[src/core/req_mask_pkg.sv]
// Notes on behaviour
// - Mask word is 32 bits; upper sixteen read zero and ignore writes.
// - Reading a channel bit gives 1 when masked, 0 when requests allowed.
// - Writing 1 to the set register masks that channel's peripheral requests.
// - Writing 0 to the set register leaves the mask bit as it is.
// - Bits 15 to 0 map to the sixteen named peripheral channels.
// - First converter channel only works on the variant that has that converter.
// - After reset every mask bit is zero.
// - Writing 1 to the clear register unmasks that channel; 0 has no effect.
package req_mask_pkg;
   localparam int          ADDR_W              = 6;
   localparam int          CHAN_N              = 16;
   localparam logic [5:0]  SET_OFFSET          = 6'h20;
   localparam logic [5:0]  CLEAR_OFFSET        = 6'h24;
   localparam logic [15:0] MASK_RESET          = 16'h0000;
   localparam logic [15:0] UPPER_ZERO          = 16'h0000;
   localparam logic [1:0]  RESP_OKAY           = 2'h0;
   localparam logic [1:0]  RESP_SLVERR         = 2'h2;
   // Channel positions
   localparam int          SECOND_UART_RX_CHAN = 15;
   localparam int          SECOND_UART_TX_CHAN = 14;
   localparam int          SPI_PORT_A_RX_CHAN  = 13;
   localparam int          SPI_PORT_A_TX_CHAN  = 12;
   localparam int          SINC_FILTER_CHAN    = 11;
   localparam int          SECOND_CONVERTER_CHAN = 10;
   localparam int          FIRST_CONVERTER_CHAN = 9;
   localparam int          DAC_CHAN            = 8;
   localparam int          I2C_MASTER_RX_CHAN  = 7;
   localparam int          I2C_MASTER_TX_CHAN  = 6;
   localparam int          I2C_SLAVE_RX_CHAN   = 5;
   localparam int          I2C_SLAVE_TX_CHAN   = 4;
   localparam int          FIRST_UART_RX_CHAN  = 3;
   localparam int          FIRST_UART_TX_CHAN  = 2;
   localparam int          SPI_PORT_B_RX_CHAN  = 1;
   localparam int          SPI_PORT_B_TX_CHAN  = 0;
endpackage : req_mask_pkg

[src/core/dma_request_mask_set.sv]
// Our own choices: the register offsets and the AXI4-Lite interface to the registers.
`timescale 1ns/100ps
module dma_request_mask_set
   import req_mask_pkg::*;
(
   // Clock and reset
   input  wire logic              clk_sys,
   input  wire logic              rst_n,
   // Variant strap
   input  wire logic              first_converter_fitted,
   // Write address and data
   input  wire logic [ADDR_W-1:0] s_axi_awaddr,
   input  wire logic              s_axi_awvalid,
   output logic                   s_axi_awready,
   input  wire logic [31:0]       s_axi_wdata,
   input  wire logic [3:0]        s_axi_wstrb,
   input  wire logic              s_axi_wvalid,
   output logic                   s_axi_wready,
   // Write response
   output logic [1:0]             s_axi_bresp,
   output logic                   s_axi_bvalid,
   input  wire logic              s_axi_bready,
   // Read
   input  wire logic [ADDR_W-1:0] s_axi_araddr,
   input  wire logic              s_axi_arvalid,
   output logic                   s_axi_arready,
   output logic [31:0]            s_axi_rdata,
   output logic [1:0]             s_axi_rresp,
   output logic                   s_axi_rvalid,
   input  wire logic              s_axi_rready,
   // Peripheral requests
   input  wire logic [CHAN_N-1:0] periph_req,
   output logic      [CHAN_N-1:0] arb_req,
   output logic      [CHAN_N-1:0] mask_out
);
   function automatic logic [15:0] lane_mask(input logic [31:0] d, input logic [3:0] s);
      lane_mask = {d[15:8] & {8{s[1]}}, d[7:0] & {8{s[0]}}};
   endfunction : lane_mask

   ////////////////////////////////////////////////////////////////////////////
   // Write channel state
   logic [ADDR_W-1:0] awaddr_reg, awaddr_next;
   logic              aw_have_reg, aw_have_next;
   logic [31:0]       wdata_reg, wdata_next;
   logic [3:0]        wstrb_reg, wstrb_next;
   logic              w_have_reg, w_have_next;
   logic              bvalid_reg, bvalid_next;
   logic [1:0]        bresp_reg, bresp_next;
   logic [15:0]       mask_reg, mask_next;
   logic              do_write;
   logic [15:0]       wbits;

   // Ready drops while a response waits, so at most one write is ever in flight
   assign s_axi_awready = !aw_have_reg && !bvalid_reg;
   assign s_axi_wready  = !w_have_reg && !bvalid_reg;
   assign do_write      = aw_have_reg && w_have_reg && !bvalid_reg;
   assign wbits         = lane_mask(wdata_reg, wstrb_reg);

   always_comb
   begin
      awaddr_next  = awaddr_reg;
      aw_have_next = aw_have_reg;
      wdata_next   = wdata_reg;
      wstrb_next   = wstrb_reg;
      w_have_next  = w_have_reg;
      bvalid_next  = bvalid_reg;
      bresp_next   = bresp_reg;
      mask_next    = mask_reg;
      if (s_axi_awvalid && s_axi_awready)
      begin
         awaddr_next  = s_axi_awaddr;
         aw_have_next = 1'b1;
      end
      if (s_axi_wvalid && s_axi_wready)
      begin
         wdata_next  = s_axi_wdata;
         wstrb_next  = s_axi_wstrb;
         w_have_next = 1'b1;
      end
      if (do_write)
      begin
         aw_have_next = 1'b0;
         w_have_next  = 1'b0;
         bvalid_next  = 1'b1;
         bresp_next   = RESP_OKAY;
         // Ones set at the set offset and clear at the clear offset; zeros leave bits alone
         if (awaddr_reg == SET_OFFSET)
            mask_next = mask_reg | wbits;
         else if (awaddr_reg == CLEAR_OFFSET)
            mask_next = mask_reg & ~wbits;
         else
            bresp_next = RESP_SLVERR;
      end
      else if (bvalid_reg && s_axi_bready)
         bvalid_next = 1'b0;
   end

   always_ff @(posedge clk_sys or negedge rst_n)
   begin
      if (!rst_n)
      begin
         awaddr_reg  <= '0;
         aw_have_reg <= 1'b0;
         wdata_reg   <= '0;
         wstrb_reg   <= '0;
         w_have_reg  <= 1'b0;
         bvalid_reg  <= 1'b0;
         bresp_reg   <= RESP_OKAY;
         mask_reg    <= MASK_RESET;
      end
      else
      begin
         awaddr_reg  <= awaddr_next;
         aw_have_reg <= aw_have_next;
         wdata_reg   <= wdata_next;
         wstrb_reg   <= wstrb_next;
         w_have_reg  <= w_have_next;
         bvalid_reg  <= bvalid_next;
         bresp_reg   <= bresp_next;
         mask_reg    <= mask_next;
      end
   end

   assign s_axi_bvalid = bvalid_reg;
   assign s_axi_bresp  = bresp_reg;

   ////////////////////////////////////////////////////////////////////////////
   // Read channel; both offsets return the live mask
   logic        rvalid_reg, rvalid_next;
   logic [31:0] rdata_reg, rdata_next;
   logic [1:0]  rresp_reg, rresp_next;

   // Read data is a snapshot at the address handshake; a write landing then shows next read
   assign s_axi_arready = !rvalid_reg;

   always_comb
   begin
      rvalid_next = rvalid_reg;
      rdata_next  = rdata_reg;
      rresp_next  = rresp_reg;
      if (s_axi_arvalid && s_axi_arready)
      begin
         rvalid_next = 1'b1;
         if (s_axi_araddr == SET_OFFSET || s_axi_araddr == CLEAR_OFFSET)
         begin
            rdata_next = {UPPER_ZERO, mask_reg};
            rresp_next = RESP_OKAY;
         end
         else
         begin
            rdata_next = '0;
            rresp_next = RESP_SLVERR;
         end
      end
      else if (rvalid_reg && s_axi_rready)
         rvalid_next = 1'b0;
   end

   always_ff @(posedge clk_sys or negedge rst_n)
   begin
      if (!rst_n)
      begin
         rvalid_reg <= 1'b0;
         rdata_reg  <= '0;
         rresp_reg  <= RESP_OKAY;
      end
      else
      begin
         rvalid_reg <= rvalid_next;
         rdata_reg  <= rdata_next;
         rresp_reg  <= rresp_next;
      end
   end

   assign s_axi_rvalid = rvalid_reg;
   assign s_axi_rdata  = rdata_reg;
   assign s_axi_rresp  = rresp_reg;
   assign mask_out     = mask_reg;

   ////////////////////////////////////////////////////////////////////////////
   // Request gating toward the arbiter
   req_gate u_gate
   (
      .mask                   (mask_reg),
      .first_converter_fitted (first_converter_fitted),
      .req_in                 (periph_req),
      .req_out                (arb_req)
   );

   ////////////////////////////////////////////////////////////////////////////
   // Checks
   set_ones_a: assert property (@(posedge clk_sys) disable iff (!rst_n)
      do_write && awaddr_reg == SET_OFFSET |=> ((mask_reg & $past(wbits)) == $past(wbits)))
      else $error("set write did not mask");
   set_zeros_a: assert property (@(posedge clk_sys) disable iff (!rst_n)
      !(do_write && awaddr_reg == CLEAR_OFFSET) |=> ((mask_reg & $past(mask_reg)) == $past(mask_reg)))
      else $error("mask bit dropped without clear write");
   clear_ones_a: assert property (@(posedge clk_sys) disable iff (!rst_n)
      do_write && awaddr_reg == CLEAR_OFFSET |=> ((mask_reg & $past(wbits)) == 16'h0000))
      else $error("clear write left mask");
   upper_zero_a: assert property (@(posedge clk_sys) disable iff (!rst_n)
      s_axi_rvalid |-> s_axi_rdata[31:16] == UPPER_ZERO)
      else $error("upper bits not zero");
   read_mask_a: assert property (@(posedge clk_sys) disable iff (!rst_n)
      s_axi_arvalid && s_axi_arready && s_axi_araddr == SET_OFFSET && !do_write
      |=> s_axi_rdata[15:0] == $past(mask_reg))
      else $error("read data not mask");
   gate_mask_a: assert property (@(posedge clk_sys) disable iff (!rst_n)
      (arb_req & mask_reg) == 16'h0000)
      else $error("masked request passed");
   variant_a: assert property (@(posedge clk_sys) disable iff (!rst_n)
      !first_converter_fitted |-> !arb_req[FIRST_CONVERTER_CHAN])
      else $error("absent converter requested");
   reset_zero_a: assert property (@(posedge clk_sys)
      $rose(rst_n) |-> mask_reg == MASK_RESET || $past(do_write, 1))
      else $error("mask not zero after reset");
   write_resp_c: cover property (@(posedge clk_sys) disable iff (!rst_n) s_axi_bvalid && s_axi_bready);
   read_resp_c: cover property (@(posedge clk_sys) disable iff (!rst_n) s_axi_rvalid && s_axi_rready);
   block_c: cover property (@(posedge clk_sys) disable iff (!rst_n) periph_req[0] && mask_reg[0]);
   clear_c: cover property (@(posedge clk_sys) disable iff (!rst_n) do_write && awaddr_reg == CLEAR_OFFSET);
   variant_c: cover property (@(posedge clk_sys) disable iff (!rst_n)
      !first_converter_fitted && periph_req[FIRST_CONVERTER_CHAN]);
endmodule : dma_request_mask_set

[src/core/req_gate.sv]
`timescale 1ns/100ps
module req_gate
   import req_mask_pkg::*;
(
   // Mask and requests
   input  wire logic [CHAN_N-1:0] mask,
   input  wire logic              first_converter_fitted,
   input  wire logic [CHAN_N-1:0] req_in,
   // Gated requests
   output logic      [CHAN_N-1:0] req_out
);
   logic [CHAN_N-1:0] present;

   always_comb
   begin
      present                       = '1;
      present[FIRST_CONVERTER_CHAN] = first_converter_fitted;
      req_out                       = req_in & ~mask & present;
   end
endmodule : req_gate

[config.mk]
export PLATFORM = sky130hd
export DESIGN_NAME = dma_request_mask_set
export DESIGN_NICKNAME = d
export VERILOG_FILES = /design/src/core/req_mask_pkg.sv /design/src/core/dma_request_mask_set.sv /design/src/core/req_gate.sv
export SDC_FILE = /design/constraint.sdc
export NUM_CORES = 1
export LEC_CHECK = 0
export ABC_AREA = 1
export BUFFER_PORTS_ARGS = -buffer_cell sky130_fd_sc_hd__clkbuf_2
export CAP_MARGIN = 15
export CORE_MARGIN = 4
export CORE_UTILIZATION = 51
export CTS_BUF_LIST = sky130_fd_sc_hd__clkbuf_4
export DETAILED_ROUTE_END_ITERATION = 7
export GPL_ROUTABILITY_DRIVEN = 0
export PLACE_DENSITY = 0.85
export REMOVE_ABC_BUFFERS = 1
export SYNTH_ARGS = -nofsm -noshare
export SYNTH_HDL_FRONTEND = slang
export SYNTH_SLANG_ARGS = --single-unit
[constraint.sdc]
create_clock -name clk_sys -period 2.1 [get_ports clk_sys]
set_clock_uncertainty 0.15 [all_clocks]
set_input_delay 0 -clock clk_sys [delete_from_list [all_inputs] [get_ports clk_sys]]
set_output_delay 0 -clock clk_sys [all_outputs]
set_load 0.05 [all_outputs]
==> run summary <==
Width of the chip: 84.3 µm
Nets: 616
CTS tree: done
Max Slew Vio Count: 0
Design Power: 3.74 mW
Number of flops mapped to enable cells by yosys: 0
Drt initial violations: 156
Critical-path cell list: nor2_2 -> nand2_2 -> nor2_1 -> dlygate4sd3_1 -> a21oi_1
Final hold violation count: 0
Share of cells above drive strength 1: 0.243
Mean routed wirelength per cell: 12.7 µm
Gr ovfl total: 0
Final setup violation count: 0
Final period utilization: 0.940
Critical R2R Capture: awaddr_reg[1]
Power Density: 896 nW/µm²
Post-Route WL: 7870 µm
Largest net degree at the start of global routing: 63
Die height: 84.3 µm
Unique masters post-synth: 18
Via density: 4.78
Flop2flop setup slack: 0.13 ns
Tightest Pin Transition: 0.775 ns
R2R depth: 5
Post-DP HPWL: 5030 µm
Detail Route Antenna Nets: 0
Worst Path Required: 2.22 ns
Gate Count Post-Synth: 375
Synth Cell Area: 2970 µm²
Worst reg2reg startpoint: s_axi_bvalid
GRT busiest layer: met2
Sequential fraction of the synthesis area: 0.523
Clock Path Buffers: 2
Status: finished clean
Overall global routing resource usage: 0.231
N_diodes: 0
Number of antenna violations at the first check in global routing: 0
Port bufs: 107
Max rail drop VDD: 0.693 mV
Ys flop type: dfrtp_1
First-pass GRT wire length: 13200 µm
# IOs: 145
Core region area: 5570 µm²
Post-CTS Setup Inserts: 0
Area grow syn2layout: 40.7%
H-tree depth: 3
Area leader, netlist: dfrtp_1
Setup Crit Path Kind: reg2reg
Initial Util: 0.532
RSZ-0062 raised after global routing: false
Top cells by area, synth: dfrtp_1 52%, nand2_1 18%, nand3_1 6.2%
Drt pass-1 iters: 4
Most instantiated cells after synthesis: 146 x nand2_1, 62 x dfrtp_1, 37 x inv_1, 37 x nand3_1, 26 x nor2_1
Die ar.: 7100 µm²
Max-slew headroom: 0.483
Number of synthesized register bits: 62
Worst Path Arrival: 2.10 ns
Post-synth top area share: 0.523
CTS Buf Count: 9
HP Class: in2async
Nature of the critical path startpoint: register
Grt met2 use: 0.423
Ys async rst share: 1.00
Final hold slack: 0.160 ns
Leak Pwr: 2.44 nW
Clock sink total: 62
Yosys warns: 0
Vias in the first global route: 3022
Met1 Resource Use GR: 0.245
Syn Area/Cell: 7.91 µm²
Slowest stage delay, CP: 0.57 ns
Vias: 2960
# rows: 27
M3 GR Usage: 0.0451
Min cycle time layout: 1.97 ns
Worst-path clk slew: 0.10 ns
Maximum capacitance violations: 0
Root Buffer: clkbuf_4
Clk Latency, worst-skew pair: 0.38 ns
Max Clk Rate: 507 MHz
Residual DRC count: 0
Crit Path Max Fanout: 10
Count leader, synth: nand2_1
Slowest CP cell: dlygate4sd3_1
Endpoint type of the worst setup path: register
-- power by group --
part	switching (mW)	internal (mW)
logic	0.999	0.459
registers	0.215	1.45
clock network	0.384	0.231
total	1.60	2.14
-- worst max-delay path: cells and delay by family, from the launching register on --
family,cells,cell delay (ns)
compound gates,1,0.05
buf+inv,1,0.57
flops,1,0.48
simple gates,3,0.62
-- per-stage QoR --
step | util | setup WS, ns | TNS [ns] | instance area (µm²) | cells
after global placement | 0.621 | 0.608 | 0 | 3460 | 543
after detailed placement | 0.621 | 0.555 | 0 | 3460 | 543
after floorplan | - | -0.737 | -14.47 | 2790 | 358
final | 0.749 | 0.126 | 0 | 4180 | 619
after CTS | 0.738 | 0.0474 | 0 | 4110 | 613
after global routing | 0.749 | 0.0398 | 0 | 4180 | 619
-- worst max path at each step --
| stage | cells past startpoint | endpoint | slack [ns] | from |
|---|---|---|---|---|
| 2_1_floorplan | 4 | wdata_reg[0] | -0.74 | s_axi_bvalid |
| 3_3_place_gp | 5 | wdata_reg[1] | 0.61 | s_axi_bvalid |
| 3_5_place_dp | 5 | wdata_reg[2] | 0.56 | s_axi_bvalid |
| 4_1_cts | 6 | s_axi_rdata[9] | 0.05 | s_axi_rvalid |
| 5_1_grt | 5 | awaddr_reg[1] | 0.04 | s_axi_bvalid |
| 6_report | 5 | awaddr_reg[1] | 0.13 | s_axi_bvalid |
-- layout by cell type, fill, tap and decap left out, types with 10 or more instances in the layout --
cell,count
inv_1,37
nand2_1,146
clkbuf_4,10
clkbuf_2,107
conb_1,18
dlygate4sd3_1,62
nand3_1,37
dfrtp_1,62
nor2_1,25
nand4_1,17
-- per-layer routing --
metal  up-vias  share of wire
met1      1346           0.37
met2       125           0.52
met3        26          0.075
met4         0          0.033
li1       1463              -
met5         -              0
-- logic make-up (layout without fill, tap and decap cells) --
| kind of cell | after synthesis | count (layout) | synth area share |
|---|---|---|---|
| simple gates | 232 | 232 | 0.333 |
| other cells | 1 | 18 | 0.00126 |
| flops | 62 | 62 | 0.523 |
| buf+inv | 73 | 228 | 0.131 |
| compound gates | 7 | 7 | 0.0118 |
-- area by class of cell --
| type | instances | area, µm² |
|---|---|---|
| clock buffer | 10 | 75.1 |
| timing repair buffer | 175 | 1200 |
| multi-input combinational | 257 | 1090 |
| inverter | 39 | 146 |
| sequential | 62 | 1550 |
| clock inverter | 4 | 16.3 |
| tap | 72 | 90.1 |
| fill | 408 | 1400 |
-- what timing repair did --
item                                   CTS  global route
hold buffers                            56             7
endpoints found under the hold margin  106            15
setup endpoints to repair                0            19
resized for setup                        0             1
No activity file was read; power rests on OpenSTA's default activity.
